$ cat config.mk
export PLATFORM = sky130hd
export DESIGN_NAME = sync_select
export DESIGN_NICKNAME = d
export VERILOG_FILES = /design/src/hdl/sync_select_pkg.sv /design/src/hdl/sync_select.sv
export SDC_FILE = /design/constraint.sdc
export NUM_CORES = 1
export LEC_CHECK = 0
export BUFFER_PORTS_ARGS = -buffer_cell sky130_fd_sc_hd__buf_2
export CORE_ASPECT_RATIO = 1.75
export CORE_MARGIN = 3
export CORE_UTILIZATION = 50
export CTS_CLUSTER_DIAMETER = 50
export DETAILED_ROUTE_END_ITERATION = 8
export GPL_TIMING_DRIVEN = 0
export PLACE_DENSITY_LB_ADDON = 0.25
export SYNTH_ARGS = -nofsm -noshare
export SYNTH_HDL_FRONTEND = slang
export SYNTH_SLANG_ARGS = --single-unit
export TNS_END_PERCENT = 10
$ cat constraint.sdc
create_clock -name clk -period 5.63 [get_ports clk]
set_input_delay 0.563 -clock clk [delete_from_list [all_inputs] [get_ports clk]]
set_output_delay 0.563 -clock clk [all_outputs]
set_load 0.005 [all_outputs]
$ cat src/hdl/sync_select_pkg.sv
// Summary of operation
// [RULE1] mixer shadow loads on sources in bits 15:12: sw, align, strobe, write; default 0001
// [RULE2] each mask bit set enables its source; any enabled event triggers the target
// [RULE3] both phase accumulators resync on bits 7:4: sw, align, strobe, frame; default 0100
// [RULE4] formatter uses one source: 00 frame, 01 align, 10 or 11 none; reset 00
// [RULE5] software sync bit is a level until software writes zero; resets to zero
// [RULE6] fifo input side mask 15:12: sw, always zero, frame, align; default 0010
// [RULE7] fifo output side mask 11:8: sw, strobe, frame, align; default 0100
// [RULE8] divider aligns to strobe when select is 0, else to fifo input mask hits
// [RULE9] reserved fields and both factory registers keep their default values
// [RULE10] double-buffered values wait in a shadow copy until an enabled sync fires
//
// constants, field positions and carrier types for the sync source selection block
// assumes a 32-bit AHB-Lite register bus and one 40 MHz clock
package sync_select_pkg;

   // register indices; byte address is four times the index
   localparam logic [7:0]  IDX_MIX_NCO_FMT = 8'h1f;
   localparam logic [7:0]  IDX_FIFO_DIV    = 8'h20;
   localparam logic [7:0]  IDX_FACTORY_A   = 8'h21;
   localparam logic [7:0]  IDX_FACTORY_B   = 8'h22;

   // reset values
   localparam logic [15:0] RST_MIX_NCO_FMT = 16'h1140;
   localparam logic [15:0] RST_FIFO_DIV    = 16'h2400;
   localparam logic [15:0] RST_FACTORY_A   = 16'h0000;
   localparam logic [15:0] RST_FACTORY_B   = 16'h1b1b;

   // writable bits; everything else is a fixed reserved field
   localparam logic [15:0] WMASK_MIX_NCO_FMT = 16'hf0fe;
   localparam logic [15:0] WMASK_FIFO_DIV    = 16'hbf01;

   // field positions in the mixer / phase / formatter register
   localparam int          POS_MIXER_SEL  = 12;
   localparam int          POS_PHASE_SEL  = 4;
   localparam int          POS_FMT_SEL    = 2;
   localparam int          POS_SW_SYNC    = 1;
   // field positions in the fifo / divider register
   localparam int          POS_FIFOIN_SEL  = 12;
   localparam int          POS_FIFOOUT_SEL = 8;
   localparam int          POS_DIV_SEL     = 0;

   // formatter source codes
   localparam logic [1:0]  FMT_FRAME = 2'h0;
   localparam logic [1:0]  FMT_ALIGN = 2'h1;

   // ahb encodings
   localparam logic [1:0]  HTRANS_NONSEQ = 2'h2;
   localparam logic        HRESP_OKAY    = 1'b0;

   // sync events of one cycle, in mask bit order msb first
   typedef struct packed {
      logic s3;
      logic s2;
      logic s1;
      logic s0;
   } sync_src_type;

   // ahb address phase captured for the data phase
   typedef struct packed {
      logic       valid;
      logic       write;
      logic [7:0] index;
   } ahb_req_type;

endpackage : sync_select_pkg

$ cat src/hdl/sync_select.sv
// sync source selection register bank with mixer shadow/active copy
// assumes align, strobe and frame inputs are one-cycle pulses synchronous to clk
//
// The AHB-Lite slave port was decided locally.
`timescale 1ns/10ps
`default_nettype none

module sync_select
   import sync_select_pkg::*;
(
   input  wire logic        clk,
   input  wire logic        nrst,
   // ahb-lite slave
   input  wire logic        hsel,
   input  wire logic [31:0] haddr,
   input  wire logic [1:0]  htrans,
   input  wire logic        hwrite,
   input  wire logic [2:0]  hsize,
   input  wire logic [31:0] hwdata,
   input  wire logic        hready,
   output logic      [31:0] hrdata,
   output logic             hreadyout,
   output logic             hresp,
   // sync sources
   input  wire logic        align_in,
   input  wire logic        reference_strobe_input,
   input  wire logic        frame_in,
   // mixer double buffer
   input  wire logic [31:0] mixer_wdata,
   input  wire logic        mixer_we,
   output logic      [31:0] mixer_active,
   // target sync pulses
   output logic             mixer_load,
   output logic             phase_sync,
   output logic             formatter_sync,
   output logic             fifo_in_sync,
   output logic             fifo_out_sync,
   output logic             clkdiv_sync
);

   // ------------------------------------------------------------
   // reset release
   // ------------------------------------------------------------
   logic        rst_meta_q;
   logic        rst_n_q;

   // two-stage release of the asynchronous reset
   always_ff @(posedge clk or negedge nrst) begin
      if (!nrst) begin
         rst_meta_q <= 1'b0;
         rst_n_q    <= 1'b0;
      end else begin
         rst_meta_q <= 1'b1;
         rst_n_q    <= rst_meta_q;
      end
   end

   // ------------------------------------------------------------
   // decode helpers
   // ------------------------------------------------------------
   // any enabled source fires
   function automatic logic mask_hit(input logic [3:0] mask, input sync_src_type src);
      mask_hit = |(mask & src);
   endfunction : mask_hit

   // register read mux
   function automatic logic [15:0] reg_read(input logic [7:0] idx,
                                            input logic [15:0] ra,
                                            input logic [15:0] rb);
      case (idx)
         IDX_MIX_NCO_FMT: reg_read = ra;
         IDX_FIFO_DIV:    reg_read = rb;
         IDX_FACTORY_A:   reg_read = RST_FACTORY_A;
         IDX_FACTORY_B:   reg_read = RST_FACTORY_B;
         default:         reg_read = 16'h0000;
      endcase
   endfunction : reg_read

   // ------------------------------------------------------------
   // ahb-lite slave
   // ------------------------------------------------------------
   ahb_req_type req_q;
   ahb_req_type req_d;
   logic [15:0] reg_a_q;
   logic [15:0] reg_a_d;
   logic [15:0] reg_b_q;
   logic [15:0] reg_b_d;
   logic [31:0] hrdata_q;
   logic [31:0] hrdata_d;
   logic        hreadyout_q;
   logic        hresp_q;
   wire         addr_take;
   wire         wr_a;
   wire         wr_b;

   // address phase accepted on word-aligned index
   assign addr_take   = hsel && hready && (htrans == HTRANS_NONSEQ);
   assign req_d.valid = addr_take;
   assign req_d.write = hwrite;
   assign req_d.index = haddr[9:2];

   // data phase writes; reserved fields hold their defaults
   assign wr_a    = req_q.valid && req_q.write && (req_q.index == IDX_MIX_NCO_FMT);
   assign wr_b    = req_q.valid && req_q.write && (req_q.index == IDX_FIFO_DIV);
   assign reg_a_d = wr_a ? ((hwdata[15:0] & WMASK_MIX_NCO_FMT) | (RST_MIX_NCO_FMT & ~WMASK_MIX_NCO_FMT))
                         : reg_a_q; // RULE9 RULE5
   assign reg_b_d = wr_b ? ((hwdata[15:0] & WMASK_FIFO_DIV) | (RST_FIFO_DIV & ~WMASK_FIFO_DIV))
                         : reg_b_q; // RULE9 RULE6

   // read data from next-state values so a write just before is seen
   assign hrdata_d = (addr_take && !hwrite) ? {16'h0000, reg_read(haddr[9:2], reg_a_d, reg_b_d)}
                                            : 32'h0000_0000; // RULE9

   // bus state and registers
   always_ff @(posedge clk or negedge rst_n_q) begin
      if (!rst_n_q) begin
         req_q       <= '0;
         reg_a_q     <= RST_MIX_NCO_FMT;
         reg_b_q     <= RST_FIFO_DIV;
         hrdata_q    <= 32'h0000_0000;
         hreadyout_q <= 1'b0;
         hresp_q     <= HRESP_OKAY;
      end else begin
         req_q       <= req_d;
         reg_a_q     <= reg_a_d;
         reg_b_q     <= reg_b_d;
         hrdata_q    <= hrdata_d;
         hreadyout_q <= 1'b1;
         hresp_q     <= HRESP_OKAY;
      end
   end

   assign hrdata    = hrdata_q;
   assign hreadyout = hreadyout_q;
   assign hresp     = hresp_q;

   // ------------------------------------------------------------
   // field decode
   // ------------------------------------------------------------
   wire [3:0] mixer_mask   = reg_a_q[POS_MIXER_SEL +: 4];
   wire [3:0] phase_mask   = reg_a_q[POS_PHASE_SEL +: 4];
   wire [1:0] fmt_sel      = reg_a_q[POS_FMT_SEL +: 2];
   wire       sw_sync      = reg_a_q[POS_SW_SYNC];
   wire [3:0] fifoin_mask  = reg_b_q[POS_FIFOIN_SEL +: 4];
   wire [3:0] fifoout_mask = reg_b_q[POS_FIFOOUT_SEL +: 4];
   wire       div_sel      = reg_b_q[POS_DIV_SEL];

   // ------------------------------------------------------------
   // source vectors per target
   // ------------------------------------------------------------
   logic        auto_q;
   sync_src_type mixer_src;
   sync_src_type phase_src;
   sync_src_type fifoin_src;
   sync_src_type fifoout_src;

   // sources in each target's own bit order
   assign mixer_src   = '{s3: sw_sync, s2: align_in, s1: reference_strobe_input, s0: auto_q}; // RULE1
   assign phase_src   = '{s3: sw_sync, s2: align_in, s1: reference_strobe_input, s0: frame_in}; // RULE3
   assign fifoin_src  = '{s3: sw_sync, s2: 1'b0, s1: frame_in, s0: align_in}; // RULE6
   assign fifoout_src = '{s3: sw_sync, s2: reference_strobe_input, s1: frame_in, s0: align_in}; // RULE7

   // trigger decode
   wire mixer_hit   = mask_hit(mixer_mask, mixer_src); // RULE2
   wire phase_hit   = mask_hit(phase_mask, phase_src); // RULE2
   wire fifoin_hit  = mask_hit(fifoin_mask, fifoin_src); // RULE2
   wire fifoout_hit = mask_hit(fifoout_mask, fifoout_src); // RULE2
   wire fmt_hit     = (fmt_sel == FMT_FRAME) ? frame_in :
                      (fmt_sel == FMT_ALIGN) ? align_in : 1'b0; // RULE4
   wire div_hit     = div_sel ? fifoin_hit : reference_strobe_input; // RULE8

   // ------------------------------------------------------------
   // mixer double buffer and target pulses
   // ------------------------------------------------------------
   logic [31:0] shadow_q;
   logic [31:0] shadow_d;
   logic [31:0] active_q;
   logic [31:0] active_d;
   logic        mixer_load_q;
   logic        phase_sync_q;
   logic        formatter_sync_q;
   logic        fifo_in_sync_q;
   logic        fifo_out_sync_q;
   logic        clkdiv_sync_q;

   // shadow takes writes; active copies it only on a mixer sync
   assign shadow_d = mixer_we ? mixer_wdata : shadow_q; // RULE10
   assign active_d = mixer_hit ? shadow_q : active_q; // RULE10 RULE1

   // one-cycle sync pulses, auto-sync one cycle after a shadow write
   always_ff @(posedge clk or negedge rst_n_q) begin
      if (!rst_n_q) begin
         auto_q           <= 1'b0;
         shadow_q         <= 32'h0000_0000;
         active_q         <= 32'h0000_0000;
         mixer_load_q     <= 1'b0;
         phase_sync_q     <= 1'b0;
         formatter_sync_q <= 1'b0;
         fifo_in_sync_q   <= 1'b0;
         fifo_out_sync_q  <= 1'b0;
         clkdiv_sync_q    <= 1'b0;
      end else begin
         auto_q           <= mixer_we;
         shadow_q         <= shadow_d;
         active_q         <= active_d;
         mixer_load_q     <= mixer_hit;
         phase_sync_q     <= phase_hit;
         formatter_sync_q <= fmt_hit;
         fifo_in_sync_q   <= fifoin_hit;
         fifo_out_sync_q  <= fifoout_hit;
         clkdiv_sync_q    <= div_hit;
      end
   end

   assign mixer_active   = active_q;
   assign mixer_load     = mixer_load_q;
   assign phase_sync     = phase_sync_q;
   assign formatter_sync = formatter_sync_q;
   assign fifo_in_sync   = fifo_in_sync_q;
   assign fifo_out_sync  = fifo_out_sync_q;
   assign clkdiv_sync    = clkdiv_sync_q;
endmodule : sync_select

`default_nettype wire

==> flow_results.xml <==
<?xml version="1.0" encoding="UTF-8"?>
<metrics>
  <group name="worst_setup_path">
    <metric name="timing.critical_path.fanout_max" unit="">10</metric>
    <metric name="worst_path_largest_cell_delay" unit="ns">0.51</metric>
    <metric name="critical_path_arrival" unit="ns">2.29</metric>
    <metric name="cp_slowest_cell" unit="">sky130_fd_sc_hd__or4b_1</metric>
    <metric name="critical_path_required" unit="ns">5.89</metric>
    <metric name="critical_path.cell_chain" unit="">or4b_1 -&gt; buf_2 -&gt; nor3_4 -&gt; nor3_1 -&gt; o32ai_1</metric>
    <metric name="worst_setup_ep_type" unit="">register</metric>
    <metric name="worstSetupStartpointType" unit="">register</metric>
    <metric name="cp_num_buf_inv" unit="">1</metric>
    <metric name="criticalPathCategory" unit="">register to register</metric>
    <metric name="worst-r2r-setup-slack" unit="ns">3.60</metric>
    <metric name="critical-path-top-delay-family" unit="">simple AND/OR/NAND/NOR gates</metric>
  </group>
  <group name="yosys">
    <metric name="yosysWarnings" unit="">0</metric>
    <metric name="post_synthesis_compound_gate_area_fraction" unit="">0.0541</metric>
    <metric name="post_synth_and_or_nand_nor_area_fraction" unit="">0.127</metric>
    <metric name="ys_types" unit="">43</metric>
    <metric name="netlist_instances" unit="">409</metric>
    <metric name="ys_seq_elements" unit="">132</metric>
    <metric name="synth_seq_area_share" unit="">0.630</metric>
    <metric name="asyncSetResetFlopFracSynth" unit="">1.00</metric>
    <metric name="dominantRegCellSynth" unit="">sky130_fd_sc_hd__dfrtp_1</metric>
    <metric name="synth-adder-area-share" unit="">0</metric>
    <metric name="dominant_combinational_cell_family_by_area_after_synthesis" unit="">multiplexers</metric>
    <metric name="post_synth.cell_area_avg" unit="um2">12.8</metric>
    <metric name="multiplexer_fraction_of_the_synthesized_cell_area" unit="">0.141</metric>
    <metric name="synth_edf_count" unit="">0</metric>
    <metric name="synth_xor_area_frac" unit="">0</metric>
    <metric name="synth_area" unit="um2">5250</metric>
  </group>
  <group name="routing">
    <metric name="first_iter_violations" unit="">110</metric>
    <metric name="drt_first_pass_iters" unit="">4</metric>
    <metric name="via_per_inst" unit="">5.19</metric>
    <metric name="detail_route.drc_violations" unit="">0</metric>
    <metric name="detail_routed_net_length_per_standard_cell" unit="um">16.8</metric>
    <metric name="number_of_nets_with_antenna_violations_after_detailed_routing" unit="">0</metric>
    <metric name="dr_total_vias" unit="">3663</metric>
    <metric name="routed_wirelength" unit="um">11900</metric>
  </group>
  <group name="global_route">
    <metric name="wire_length_of_the_first_global_routing_pass" unit="um">19400</metric>
    <metric name="global_route.overflow_total" unit="">0</metric>
    <metric name="grt_antenna_before_repair" unit="">0</metric>
    <metric name="grt_pass1_vias" unit="">3974</metric>
    <metric name="grt_start_max_net_pins" unit="">67</metric>
    <metric name="global_route.usage.total" unit="">0.211</metric>
  </group>
  <group name="floorplan">
    <metric name="fp-row-count" unit="">48</metric>
    <metric name="initial_utilization" unit="">0.524</metric>
    <metric name="die_h" unit="um">142</metric>
    <metric name="floorplan.io_pins" unit="">182</metric>
    <metric name="die_ar" unit="um2">11800</metric>
    <metric name="die_w" unit="um">83.5</metric>
    <metric name="core" unit="um2">10000</metric>
  </group>
  <group name="layout">
    <metric name="area_growth_syn_to_layout" unit="%">27.6</metric>
    <metric name="design.final.nets" unit="">678</metric>
    <metric name="finish.utilization" unit="">0.668</metric>
    <metric name="final_design_area_no_fill" unit="um2">6700</metric>
    <metric name="final-instance-count-excl-fill" unit="">706</metric>
    <metric name="diodes" unit="">0</metric>
    <metric name="leading_cell_types_in_the_layout_fill_and_taps_excluded" unit="">sky130_fd_sc_hd__buf_2, sky130_fd_sc_hd__dfrtp_1, sky130_fd_sc_hd__mux2_2</metric>
    <metric name="drive_above_1_share" unit="">0.425</metric>
  </group>
  <group name="clocking">
    <metric name="htree_num_levels" unit="">4</metric>
    <metric name="clock_tree.root_cell" unit="">sky130_fd_sc_hd__clkbuf_16</metric>
    <metric name="cts.clk_slew.worst_paths" unit="ns">0.05</metric>
    <metric name="clock_path_buffers" unit="">2</metric>
    <metric name="clock_tree_from_tritoncts" unit="">yes</metric>
    <metric name="numClockSinks" unit="">132</metric>
    <metric name="numCtsBuffers" unit="">17</metric>
    <metric name="clk-insertion-delay-late" unit="ns">0.40</metric>
  </group>
  <group name="sta">
    <metric name="max-slew-margin-rel" unit="">0.444</metric>
    <metric name="report.final.setup_viol" unit="">0</metric>
    <metric name="final_hold_viol_count" unit="">0</metric>
    <metric name="maxSlewViolCount" unit="">0</metric>
    <metric name="finClkSkew" unit="ns">0.00820</metric>
    <metric name="fin_tns_setup" unit="ns">0</metric>
    <metric name="finalWorstPathRequiredPeriod" unit="ns">2.03</metric>
    <metric name="fin_ws" unit="ns">3.60</metric>
    <metric name="setup_repair_after_global_routing_missed_its_margin" unit="">no</metric>
    <metric name="fmax" unit="GHz">0.492</metric>
    <metric name="period_utilization" unit="">0.361</metric>
    <metric name="timing_worst_slew_pin_value" unit="ns">0.834</metric>
  </group>
  <group name="place">
    <metric name="gp_congestion" unit="">0.849</metric>
    <metric name="buffer_ports.inserted" unit="">121</metric>
    <metric name="detailed_place.area" unit="um2">6110</metric>
    <metric name="place.detailed.hpwl" unit="um">8780</metric>
    <metric name="dpl_worst_slack" unit="ns">3.36</metric>
    <metric name="total_instance_count_after_detailed_placement" unit="">673</metric>
  </group>
  <group name="power">
    <metric name="power-per-cell-area" unit="nW/um2">344</metric>
    <metric name="max-vdd-ir-drop" unit="V">0.000237</metric>
    <metric name="power.leakage" unit="nW">3.19</metric>
  </group>
  <group name="outcome">
    <metric name="run_status" unit="">complete, no violations</metric>
  </group>
  <group name="run">
    <metric name="cap_violations" unit="">0</metric>
  </group>
  <group name="hold_path">
    <metric name="hold_path_class" unit="">primary input to register</metric>
  </group>
</metrics>
[path summary, 6_finish.rpt]
check	depth (start not counted)	to	from
setup reg to reg	5	hrdata[12]	req_q[4]
max in group asynchronous	1	reg_b_q[13]	rst_n_q
setup / recovery	5	hrdata[12]	req_q[4]
min in group asynchronous	0	shadow_q[6]	rst_n_q
hold / removal	1	req_q[8]	hwrite
hold reg to reg	0	rst_n_q	rst_meta_q
[metrics by stage]
stage	power, mW	hold WS (ns)
floorplan	1.15	0.267
global route	2.40	0.268
global placement	1.23	0.337
finish	2.30	0.280
detailed placement	1.24	0.350
CTS	2.33	0.259
[worst register-to-register path, cell delays in order (launching register included)]
cell and delay, ns:
sky130_fd_sc_hd__dfrtp_1 0.40, sky130_fd_sc_hd__or4b_1 0.51, sky130_fd_sc_hd__buf_2 0.18, sky130_fd_sc_hd__nor3_4 0.32
sky130_fd_sc_hd__nor3_1 0.08, sky130_fd_sc_hd__o32ai_1 0.40
[synth_stat cells (3+ instances only)]
master	instances	area share
sky130_fd_sc_hd__nand4_1	3	0.0036
sky130_fd_sc_hd__nand3_1	22	0.021
sky130_fd_sc_hd__and2_1	10	0.012
sky130_fd_sc_hd__mux2_2	64	0.14
sky130_fd_sc_hd__a22oi_1	6	0.0086
sky130_fd_sc_hd__buf_1	6	0.0043
sky130_fd_sc_hd__nor2_1	5	0.0036
sky130_fd_sc_hd__or2_1	3	0.0036
sky130_fd_sc_hd__or2_2	4	0.0048
sky130_fd_sc_hd__nor3_1	10	0.0095
sky130_fd_sc_hd__dfrtp_1	127	0.61
sky130_fd_sc_hd__o32ai_1	5	0.0083
sky130_fd_sc_hd__a31oi_1	10	0.012
sky130_fd_sc_hd__nand2_1	46	0.033
sky130_fd_sc_hd__inv_1	10	0.0071
sky130_fd_sc_hd__o21ai_0	4	0.0038
sky130_fd_sc_hd__nor4_1	5	0.0060
sky130_fd_sc_hd__buf_2	5	0.0048
sky130_fd_sc_hd__buf_4	17	0.024
sky130_fd_sc_hd__a21oi_1	5	0.0048
sky130_fd_sc_hd__o31a_1	4	0.0067
sky130_fd_sc_hd__clkbuf_1	8	0.0057
sky130_fd_sc_hd__dfstp_2	5	0.025
[layout make-up]
| cell class | instances | area (um2) |
|---|---|---|
| Fill cell | 795 | 3330 |
| Tap cell | 125 | 156 |
| Sequential cell | 132 | 3310 |
| Inverter | 10 | 37.5 |
| Buffer | 36 | 205 |
| Timing Repair Buffer | 123 | 643 |
| Clock inverter | 5 | 100 |
| Clock buffer | 27 | 483 |
| Multi-Input combinational cell | 248 | 1760 |
[sequential cells by signal, indices dropped and copies added (netlist names)]
| register | cells |
|---|---|
| fifo_out_sync | 1 |
| mixer_load | 1 |
| rst_meta_q | 1 |
| formatter_sync | 1 |
| phase_sync | 1 |
| req_q | 10 |
| reg_b_q | 16 |
| reg_a_q | 16 |
| clkdiv_sync | 1 |
| fifo_in_sync | 1 |
| auto_q | 1 |
| hrdata | 16 |
| mixer_active | 32 |
| shadow_q | 32 |
| hreadyout | 1 |
| rst_n_q | 1 |
[layer usage]
| metal | up-vias | part of all wire | GRT usage | wire [um] |
|---|---|---|---|---|
| li1 | 1732 | - | - | - |
| met1 | 1771 | 0.37 | 0.227 | 4350 |
| met2 | 141 | 0.56 | 0.382 | 6590 |
| met3 | 19 | 0.053 | 0.0540 | 625 |
| met4 | 0 | 0.024 | 0.103 | 281 |
| met5 | - | 0 | 0 | 0 |
[cell families (layout without fill, tap and decap cells)]
logic type / Yosys count / after routing
flip-flops: 132 / 132
AND/OR/NAND/NOR: 123 / 123
other: 2 / 19
AO/OA/AOI/OAI: 40 / 40
buffers and inverters: 46 / 201
multiplexers: 66 / 66
[where the power goes]
group	total (mW)	switching (mW)	internal [mW]
Sequential	1.05	0.0392	1.01
Clock	1.08	0.360	0.719
Combinational	0.175	0.0758	0.0992
[repair_timing]
action | in CTS | in global routing
buffers inserted | 0 | 0
hold buffers | 1 | 0
endpoints found under the hold margin | 2 | 0
resized for setup | 0 | 0
No activity file was read; power rests on OpenSTA's default activity.
